**config.mk**
```make
export PLATFORM = sky130hd
export DESIGN_NAME = rsc_ctrl
export DESIGN_NICKNAME = d
export VERILOG_FILES = /design/src/hw/rsc_pkg.sv /design/src/hw/rsc_ctrl.sv
export SDC_FILE = /design/constraint.sdc
export NUM_CORES = 1
export LEC_CHECK = 0
export BUFFER_PORTS_ARGS = -buffer_cell sky130_fd_sc_hd__buf_4
export CORE_ASPECT_RATIO = 2
export CORE_UTILIZATION = 55
export DETAILED_ROUTE_END_ITERATION = 6
export PLACE_DENSITY_LB_ADDON = 0.12
export SLEW_MARGIN = 15
export SYNTH_ARGS = -nofsm -noshare
export SYNTH_HDL_FRONTEND = slang
export SYNTH_SLANG_ARGS = --single-unit
```
**constraint.sdc**
```tcl
create_clock -name pclk -period 8.15 [get_ports pclk]
set_input_delay 0.815 -clock pclk [delete_from_list [all_inputs] [get_ports pclk]]
set_output_delay 0.815 -clock pclk [all_outputs]
set_load 0.005 [all_outputs]
```
**src/hw/rsc_pkg.sv**
```systemverilog
// Constants and types for the reset and stop-mode controller.
// Assumes a single 200 MHz system clock and an APB3 register port.
//
// Notes on behaviour
// - Reset pin low four cycles resets, except while recovery runs.
// - Stay in reset while pin held low.
// - Leave reset on third edge after pin release.
// - Pin reset sets pin cause flag.
// - Reset pin driven open-drain during the delay of any reset.
// - Internal reset drives pin until delay ends.
// - Debugger request resets all but debug unit.
// - Debugger request bit clears during its reset.
// - Debugger reset sets power-on cause flag.
// - Stop instruction enters stop mode.
// - Recovery holds CPU 66 or 5000 cycles.
// - Recovery changes cause, oscillator and interrupt status registers.
// - Recovery enables and selects fast oscillator.
// - Stop halts oscillators, releases crystal pins.
// - Stop halts system clock, CPU and counter.
// - Watchdog oscillator and logic may keep running.
// - Brownout runs in stop only if optioned.
package rsc_pkg;

  // ----------------------------------------------------------------
  // Register offsets
  // ----------------------------------------------------------------
  localparam logic [11:0] RSC_CAUSE_OFS = 12'h000;
  localparam logic [11:0] RSC_OSC_OFS = 12'h004;
  localparam logic [11:0] RSC_CTRL_OFS = 12'h008;
  localparam logic [11:0] RSC_IRQ_OFS = 12'h00c;
  localparam logic [11:0] RSC_MASK_OFS = 12'h010;

  // ----------------------------------------------------------------
  // Field positions
  // ----------------------------------------------------------------
  // Cause register.
  localparam int RSC_CAUSE_POR = 7;
  localparam int RSC_CAUSE_PIN = 6;
  localparam int RSC_CAUSE_WDT = 5;
  localparam int RSC_CAUSE_STOP = 4;
  localparam int RSC_CAUSE_BOR = 3;
  // Oscillator control register.
  localparam int RSC_OSC_FAST_EN = 7;
  localparam int RSC_OSC_XTAL_EN = 6;
  localparam int RSC_OSC_WDOG_EN = 5;
  localparam int RSC_OSC_SEL_LSB = 0;
  localparam logic [1:0] RSC_SEL_FAST = 2'h0;
  // Control register.
  localparam int RSC_CTRL_DBG_RST = 0;
  localparam int RSC_CTRL_RPIN_DRV = 1;
  localparam int RSC_CTRL_WDT_EN = 2;
  // Interrupt status bits.
  localparam int RSC_IRQ_RESET = 0;
  localparam int RSC_IRQ_WAKE = 1;

  // ----------------------------------------------------------------
  // Reset values
  // ----------------------------------------------------------------
  localparam logic [7:0] RSC_CAUSE_RST = 8'h80;
  localparam logic [7:0] RSC_OSC_RST = 8'ha0;
  localparam logic [7:0] RSC_CTRL_RST = 8'h00;

  // ----------------------------------------------------------------
  // Timing
  // ----------------------------------------------------------------
  localparam int RSC_CLK_MHZ = 200;
  localparam int RSC_PIN_MIN_CYC = 4;
  localparam int RSC_PIN_CNT_W = 3;
  localparam int RSC_REC_FAST_CYC = 66;
  localparam int RSC_REC_XTAL_CYC = 5000;
  localparam int RSC_RST_DELAY_NS = 1000;
  localparam int RSC_RST_DELAY_CYC = (RSC_RST_DELAY_NS * RSC_CLK_MHZ + 999) / 1000;
  localparam int RSC_CNT_W = 16;

  typedef enum logic [2:0] {
    RSC_RUN,
    RSC_RESET,
    RSC_STOP,
    RSC_RECOVER
  } rsc_state_t;

endpackage

```
**src/hw/rsc_ctrl.sv**
```systemverilog
// Reset and stop-mode controller: pin reset, reset indication, debugger
// reset, cause flags, stop entry and recovery, with an APB3 register port.
// Assumes internal reset sources and the stop instruction arrive as
// single-cycle or level signals on pclk; the reset pin is asynchronous.
`timescale 1ns/1ps
module rsc_ctrl #(
  parameter int unsigned REC_XTAL_CYC = rsc_pkg::RSC_REC_XTAL_CYC
) (
  input wire logic pclk,
  input wire logic presetn,
  input wire logic [11:0] paddr,
  input wire logic psel,
  input wire logic penable,
  input wire logic pwrite,
  input wire logic [31:0] pwdata,
  output logic [31:0] prdata,
  output logic pready,
  output logic pslverr,
  input wire logic reset_pin_in,
  output logic reset_pin_out,
  output logic reset_pin_oe,
  input wire logic por_event,
  input wire logic brownout_event,
  input wire logic watchdog_event,
  input wire logic stop_instr,
  input wire logic wake_event,
  input wire logic brownout_stop_option,
  output logic sys_reset_n,
  output logic cpu_reset_n,
  output logic sys_clk_en,
  output logic fast_osc_en,
  output logic xtal_osc_en,
  output logic xtal_pins_en,
  output logic wdog_osc_en,
  output logic wdog_logic_en,
  output logic brownout_en,
  output logic periph_en,
  output logic [1:0] clk_sel,
  output logic irq
);

  // ----------------------------------------------------------------
  // State
  // ----------------------------------------------------------------
  typedef struct packed {
    logic pin_s1;
    logic pin_s2;
    logic [rsc_pkg::RSC_PIN_CNT_W-1:0] low_cnt;
    rsc_pkg::rsc_state_t st;
    logic [rsc_pkg::RSC_CNT_W-1:0] cnt;
    logic pin_cause;
    logic dbg_cause;
    logic int_cause;
    logic xtal_hold;
    logic [7:0] cause;
    logic [7:0] osc;
    logic [7:0] ctrl;
    logic [1:0] irq_st;
    logic [1:0] irq_mask;
    logic [31:0] prdata;
    logic pready;
    logic pslverr;
    logic rpin_oe;
    logic sys_rst_n;
    logic cpu_rst_n;
    logic clk_en;
    logic irq;
  } rsc_regs_t;

  rsc_regs_t q;
  rsc_regs_t d;

  logic wr;
  logic rd;
  logic pin_low;
  logic int_evt;
  logic [rsc_pkg::RSC_CNT_W-1:0] rec_cyc;

  // Narrow a cycle figure to the counter width.
  function automatic logic [rsc_pkg::RSC_CNT_W-1:0] cyc(input int unsigned n);
    cyc = rsc_pkg::RSC_CNT_W'(n);
  endfunction

  // ----------------------------------------------------------------
  // Next state
  // ----------------------------------------------------------------
  always_comb
  begin
    d = q;
    wr = psel && penable && pwrite;
    rd = psel && !penable && !pwrite;
    // Only the second flop of the synchroniser is looked at.
    d.pin_s1 = reset_pin_in;
    d.pin_s2 = q.pin_s1;
    // Count low samples; four in a row is a guaranteed reset request.
    if (q.pin_s2)
    begin
      d.low_cnt = '0;
    end
    else if (q.low_cnt != rsc_pkg::RSC_PIN_CNT_W'(rsc_pkg::RSC_PIN_MIN_CYC))
    begin
      d.low_cnt = q.low_cnt + 1'b1;
    end
    pin_low = !q.pin_s2 &&
      (q.low_cnt == rsc_pkg::RSC_PIN_CNT_W'(rsc_pkg::RSC_PIN_MIN_CYC - 1) ||
       q.low_cnt == rsc_pkg::RSC_PIN_CNT_W'(rsc_pkg::RSC_PIN_MIN_CYC));
    int_evt = por_event || brownout_event ||
      (watchdog_event && q.ctrl[rsc_pkg::RSC_CTRL_WDT_EN]);
    // The crystal enable is cleared on stop entry, so its earlier value is kept.
    rec_cyc = q.xtal_hold ? cyc(REC_XTAL_CYC) :
      cyc(rsc_pkg::RSC_REC_FAST_CYC);
    d.pready = psel && !penable;
    d.pslverr = 1'b0;

    // Reset, stop and recovery sequencer.
    unique case (q.st)
      rsc_pkg::RSC_RUN:
      begin
        if (pin_low || int_evt || q.ctrl[rsc_pkg::RSC_CTRL_DBG_RST])
        begin
          d.st = rsc_pkg::RSC_RESET;
          d.cnt = cyc(rsc_pkg::RSC_RST_DELAY_CYC);
          d.pin_cause = pin_low;
          d.int_cause = int_evt;
          d.dbg_cause = q.ctrl[rsc_pkg::RSC_CTRL_DBG_RST];
          d.sys_rst_n = 1'b0;
          d.cpu_rst_n = 1'b0;
          d.irq_st[rsc_pkg::RSC_IRQ_RESET] = 1'b1;
        end
        else if (stop_instr)
        begin
          d.st = rsc_pkg::RSC_STOP;
          d.xtal_hold = q.osc[rsc_pkg::RSC_OSC_XTAL_EN];
          d.clk_en = 1'b0;
          d.osc[rsc_pkg::RSC_OSC_FAST_EN] = 1'b0;
          d.osc[rsc_pkg::RSC_OSC_XTAL_EN] = 1'b0;
        end
      end
      rsc_pkg::RSC_RESET:
      begin
        if (q.cnt != '0)
        begin
          d.cnt = q.cnt - 1'b1;
        end
        d.ctrl[rsc_pkg::RSC_CTRL_DBG_RST] = 1'b0;
        // The pin reads low from our own drive here, so it is not a cause.
        if (int_evt)
        begin
          d.int_cause = 1'b1;
        end
        // Release on the first edge after the synchronised pin reads high and the delay ends.
        if (q.cnt == '0 && q.pin_s2 && !int_evt)
        begin
          d.st = rsc_pkg::RSC_RUN;
          d.sys_rst_n = 1'b1;
          d.cpu_rst_n = 1'b1;
          d.clk_en = 1'b1;
          d.cause = '0;
          d.cause[rsc_pkg::RSC_CAUSE_PIN] = q.pin_cause;
          d.cause[rsc_pkg::RSC_CAUSE_POR] = q.dbg_cause || por_event ||
            (q.int_cause && !q.pin_cause);
          d.osc = rsc_pkg::RSC_OSC_RST;
          d.ctrl = rsc_pkg::RSC_CTRL_RST;
          d.pin_cause = 1'b0;
          d.dbg_cause = 1'b0;
          d.int_cause = 1'b0;
        end
      end
      rsc_pkg::RSC_STOP:
      begin
        // Only recovery or a reset leaves stop.
        if (pin_low || int_evt)
        begin
          d.st = rsc_pkg::RSC_RESET;
          d.cnt = cyc(rsc_pkg::RSC_RST_DELAY_CYC);
          d.pin_cause = pin_low;
          d.int_cause = int_evt;
          d.sys_rst_n = 1'b0;
          d.cpu_rst_n = 1'b0;
        end
        else if (wake_event)
        begin
          d.st = rsc_pkg::RSC_RECOVER;
          d.cnt = rec_cyc;
          d.clk_en = 1'b1;
          d.cpu_rst_n = 1'b0;
          d.osc[rsc_pkg::RSC_OSC_FAST_EN] = 1'b1;
          d.osc[rsc_pkg::RSC_OSC_SEL_LSB +: 2] = rsc_pkg::RSC_SEL_FAST;
          d.cause = '0;
          d.cause[rsc_pkg::RSC_CAUSE_STOP] = 1'b1;
        end
      end
      rsc_pkg::RSC_RECOVER:
      begin
        if (q.cnt != '0)
        begin
          d.cnt = q.cnt - 1'b1;
        end
        else
        begin
          d.st = rsc_pkg::RSC_RUN;
          d.cpu_rst_n = 1'b1;
          d.irq_st[rsc_pkg::RSC_IRQ_WAKE] = 1'b1;
        end
      end
      default:
      begin
        d.st = rsc_pkg::RSC_RESET;
      end
    endcase

    // Register writes; cause flags are read-only, status is write-one-clear.
    if (wr)
    begin
      unique case (paddr)
        rsc_pkg::RSC_OSC_OFS: d.osc = pwdata[7:0];
        rsc_pkg::RSC_CTRL_OFS: d.ctrl = pwdata[7:0];
        rsc_pkg::RSC_IRQ_OFS: d.irq_st = q.irq_st & ~pwdata[1:0];
        rsc_pkg::RSC_MASK_OFS: d.irq_mask = pwdata[1:0];
        default: d.pslverr = 1'b0;
      endcase
      // A new event in the same cycle as its clear still sets the bit.
      if (q.st == rsc_pkg::RSC_RUN && d.st == rsc_pkg::RSC_RESET)
      begin
        d.irq_st[rsc_pkg::RSC_IRQ_RESET] = 1'b1;
      end
      if (q.st == rsc_pkg::RSC_RECOVER && d.st == rsc_pkg::RSC_RUN)
      begin
        d.irq_st[rsc_pkg::RSC_IRQ_WAKE] = 1'b1;
      end
    end

    // Read data is captured in the setup phase and held for the access.
    if (rd)
    begin
      unique case (paddr)
        rsc_pkg::RSC_CAUSE_OFS: d.prdata = {24'h000000, q.cause};
        rsc_pkg::RSC_OSC_OFS: d.prdata = {24'h000000, q.osc};
        rsc_pkg::RSC_CTRL_OFS: d.prdata = {24'h000000, q.ctrl};
        rsc_pkg::RSC_IRQ_OFS: d.prdata = {30'h00000000, q.irq_st};
        rsc_pkg::RSC_MASK_OFS: d.prdata = {30'h00000000, q.irq_mask};
        default: d.prdata = 32'h00000000;
      endcase
    end
    d.pslverr = psel && !penable &&
      !(paddr inside {rsc_pkg::RSC_CAUSE_OFS, rsc_pkg::RSC_OSC_OFS,
        rsc_pkg::RSC_CTRL_OFS, rsc_pkg::RSC_IRQ_OFS, rsc_pkg::RSC_MASK_OFS});

    // Open-drain indicator: pulled low while the reset delay runs or on request.
    // It is let go once the delay ends, otherwise our own drive would hold
    // the sensed pin low and reset could never be left.
    d.rpin_oe = (d.st == rsc_pkg::RSC_RESET && d.cnt != '0) ||
      d.ctrl[rsc_pkg::RSC_CTRL_RPIN_DRV];
    d.irq = |(d.irq_st & d.irq_mask);
  end

  // ----------------------------------------------------------------
  // State register
  // ----------------------------------------------------------------
  // Power-up lands in reset so the pin is pulled low from the start.
  always_ff @(posedge pclk or negedge presetn)
  begin
    if (!presetn)
    begin
      q <= '0;
      q.pin_s1 <= 1'b1;
      q.pin_s2 <= 1'b1;
      q.st <= rsc_pkg::RSC_RESET;
      q.cnt <= rsc_pkg::RSC_CNT_W'(rsc_pkg::RSC_RST_DELAY_CYC);
      q.dbg_cause <= 1'b1;
      q.cause <= rsc_pkg::RSC_CAUSE_RST;
      q.osc <= rsc_pkg::RSC_OSC_RST;
      q.ctrl <= rsc_pkg::RSC_CTRL_RST;
      q.rpin_oe <= 1'b1;
    end
    else
    begin
      q <= d;
    end
  end

  // ----------------------------------------------------------------
  // Outputs from flops, except constant reset_pin_out and brownout_en, which ORs in brownout_stop_option
  // ----------------------------------------------------------------
  // In stop only the watchdog and the optioned brownout keep running.
  assign prdata = q.prdata;
  assign pready = q.pready;
  assign pslverr = q.pslverr;
  assign reset_pin_out = 1'b0;
  assign reset_pin_oe = q.rpin_oe;
  assign sys_reset_n = q.sys_rst_n;
  assign cpu_reset_n = q.cpu_rst_n;
  assign sys_clk_en = q.clk_en;
  assign fast_osc_en = q.osc[rsc_pkg::RSC_OSC_FAST_EN];
  assign xtal_osc_en = q.osc[rsc_pkg::RSC_OSC_XTAL_EN];
  assign xtal_pins_en = q.osc[rsc_pkg::RSC_OSC_XTAL_EN];
  assign wdog_osc_en = q.osc[rsc_pkg::RSC_OSC_WDOG_EN];
  assign wdog_logic_en = q.ctrl[rsc_pkg::RSC_CTRL_WDT_EN];
  assign brownout_en = q.clk_en || brownout_stop_option;
  assign periph_en = q.clk_en;
  assign clk_sel = q.osc[rsc_pkg::RSC_OSC_SEL_LSB +: 2];
  assign irq = q.irq;

endmodule

```
==> metrics.csv <==
metric,value,unit
Starting Density,0.5686,
highest routed layer,met4,
worst slew pin tran,0.8426,ns
register area share after synthesis,0.4220,
Syn Inst Count,433,
Num Clock Sinks,66,
final WL,9840,um
DR WL/cell,17.54,um
vias in the first global route,3230,
top-area cell type share of the netlist area,0.3488,
clk_lat worst skew,0.33,ns
initial antenna violation count,0,
metal3 WL,341,um
routability cong.,0.9508,
RSZ-0062 raised after global routing,false,
Crit Path Max Fanout,14,
ANT cells,0,
slowest cell delay on critical path,0.65,ns
post-route cell area,4502,sq um
required time of the worst setup path,8.37,ns
Cells after DPL,545,
die area,7538,sq um
Post-synth top cells,"55 x dfrtp_1, 53 x nand2_1, 39 x buf_4",
Gate power share,0.211,
Post-DP HPWL,7300,um
Max Root-Sink Buffers,2,
Post-Syn Area,3946,sq um
Sw Share,0.3141,
fin nets,526,
Boundary Pins,105,
detailed-route via count,3292,
Max Clock Freq,310.5,MHz
Setup TNS Final,0,ns
Crit path top cell by count,or4_1,
CTS tree,yes,
Crit path buffers/inverters,1,
Synth Register Bits,66,
Post-synth EDFFs,0,
largest net degree at the start of global routing,67,
PwrDens,241.8,nW/um^2
Worst VDD drop,156.8,uV
fraction of layout cells with a size suffix above 1,0.2229,
Rows,43,
postcts setup bufs,0,
placed instance area,4195,sq um
router iterations before antenna repair,5,
Setup CP Type,in2reg,
P_leak,0.001956,uW
# DRC,0,
Die Y-Extent,121.8,um
Top delay family on crit path,simple AND/OR/NAND/NOR gates,
CP endpoint kind,register,
Met2 Routed Length,5786,um
outcome,"finished, final reports clean",
final setup vio count,0,
number of max-cap violations,0,
Root Driver,clkbuf_16,
CP cell instances,buf_4 -> or4_1 -> or4_1 -> nor3b_4 -> and2_1 -> nor2_1 -> a22o_1,
Tmin final,3.221,ns
Sw Pwr,341.9,uW
clk_skew,0.006939,ns
Relative slew margins,0.4383,
cts hold-fix bufs,0,
critical path arrival,3.44,ns
H-tree depth,3,
post-DR vias/cell,5.868,
clock-pin transition on the worst setup and hold timing paths,0.05,ns
Total GRT Usage,0.2880,
top post-synthesis cells by area,"dfrtp_1 35%, buf_4 7.4%, dfstp_2 7.3%",
first-pass GRT wire length,15500,um
Slew Limit Fails,0,
"Hold Violations, Final",0,
Slowest cell on crit path,or4_1,
most frequent cell after synthesis,dfrtp_1,
CP startpoint kind,input port,
Clock power frac,0.362,
grt ovf,0,
met1 WL,3307,um
core footprint,6940,sq um
count of input and output buffers,55,
Layout area overhead,14.08,%
die extent in x,61.90,um
asr flop ratio synth,1.000,
Post-synth top flop,dfrtp_1,
Post-Syn Area per Cell,9.114,sq um
fin cells,561,
post-route ant nets,0,
CTS Buf Count,9,
Internal,746.6,uW
post-synth top area cell,dfrtp_1,
Hold WC Path Type,reg2reg,
final period utilization,0.3952,
Reg power frac,0.426,
Detailed Route Iter0 Violations,166,
Yosys warnings,0,
# resized after CTS,0,
Netlist cell types,68,
final cells by class:
| type | instances | area, sq um |
|---|---|---|
| repair buffers | 57 | 427.9 |
| well taps | 90 | 112.6 |
| inverters | 13 | 48.80 |
| flip-flops and latches | 66 | 1665 |
| clock inverters | 4 | 50.05 |
| clock buffers | 12 | 256.5 |
| multi-input cells | 319 | 1941 |
| fillers | 633 | 2439 |
metal layers:
metal,GRT usage,up-vias
met5,0,-
met2,0.5168,95
met1,0.2885,1608
met4,0.1667,0
met3,0.05732,27
li1,-,1562
logic make-up after synthesis:
kind of cell,Yosys count,synth area share
AO/OA/AOI/OAI,103,0.1823
XOR/XNOR,1,0.002220
adder cells (fa/ha/maj),4,0.01268
buffers and inverters,73,0.1100
flip-flops,66,0.4220
multiplexers,14,0.03805
other,1,0.0009503
AND/OR/NAND/NOR,171,0.2318
through the flow:
step	total power, uW	setup WS [ns]	utilization	hold slack, ns
4_1_cts	1094	4.902	0.6486	0.3547
3_5_place_dp	694.4	4.568	0.6045	0.3469
3_3_place_gp	684.5	4.612	0.6045	0.3457
2_1_floorplan	620.2	5.284	-	0.3452
5_1_grt	1142	4.704	0.6486	0.3630
6_report	1089	4.929	0.6486	0.3548
cells in the final DEF, fill, tap and decap left out, drive strengths merged, types with 5 or more instances in the layout:
master / instances
or4: 7
nand2: 53
nand3: 9
mux2: 8
dfstp: 11
dfrtp: 55
nand2b: 5
and2: 8
o31ai: 6
nor2: 32
o21ai: 32
buf: 57
or3: 6
nor2b: 5
nor4: 8
mux2i: 6
conb: 26
inv: 13
a21oi: 16
nor3: 17
clkbuf: 12
a22o: 7
final timing paths:
check,startpoint,slack (ns),cells past startpoint,endpoint
worst max-delay path,paddr[7],4.93,7,q[54]
min in group asynchronous,presetn,0.57,1,q[53]
worst max register to register,q[72],4.97,9,reset_pin_oe
worst min-delay path,d[93],0.35,0,q[93]
worst min register to register,d[93],0.35,0,q[93]
max in group asynchronous,presetn,7.01,1,q[80]
state kept, by name, summed over array words and instances, names as in the netlist:
signal,count
reset_pin_oe,1
wdog_osc_en,1
q,44
wdog_logic_en,1
clk_sel,2
xtal_osc_en,1
d,1
pready,1
cpu_reset_n,1
irq,1
fast_osc_en,1
sys_reset_n,1
pslverr,1
periph_en,1
prdata,8
power groups by stage:
stage / combinational, uW / clock (uW) / sequential, uW
after floorplan: 197 / 0 / 423
after global placement: 223 / 0 / 462
after detailed placement: 229 / 0 / 465
after CTS: 231 / 402 / 460
after global routing: 257 / 414 / 471
final: 230 / 395 / 464
Note: power is estimated with default switching activity, not from simulation.
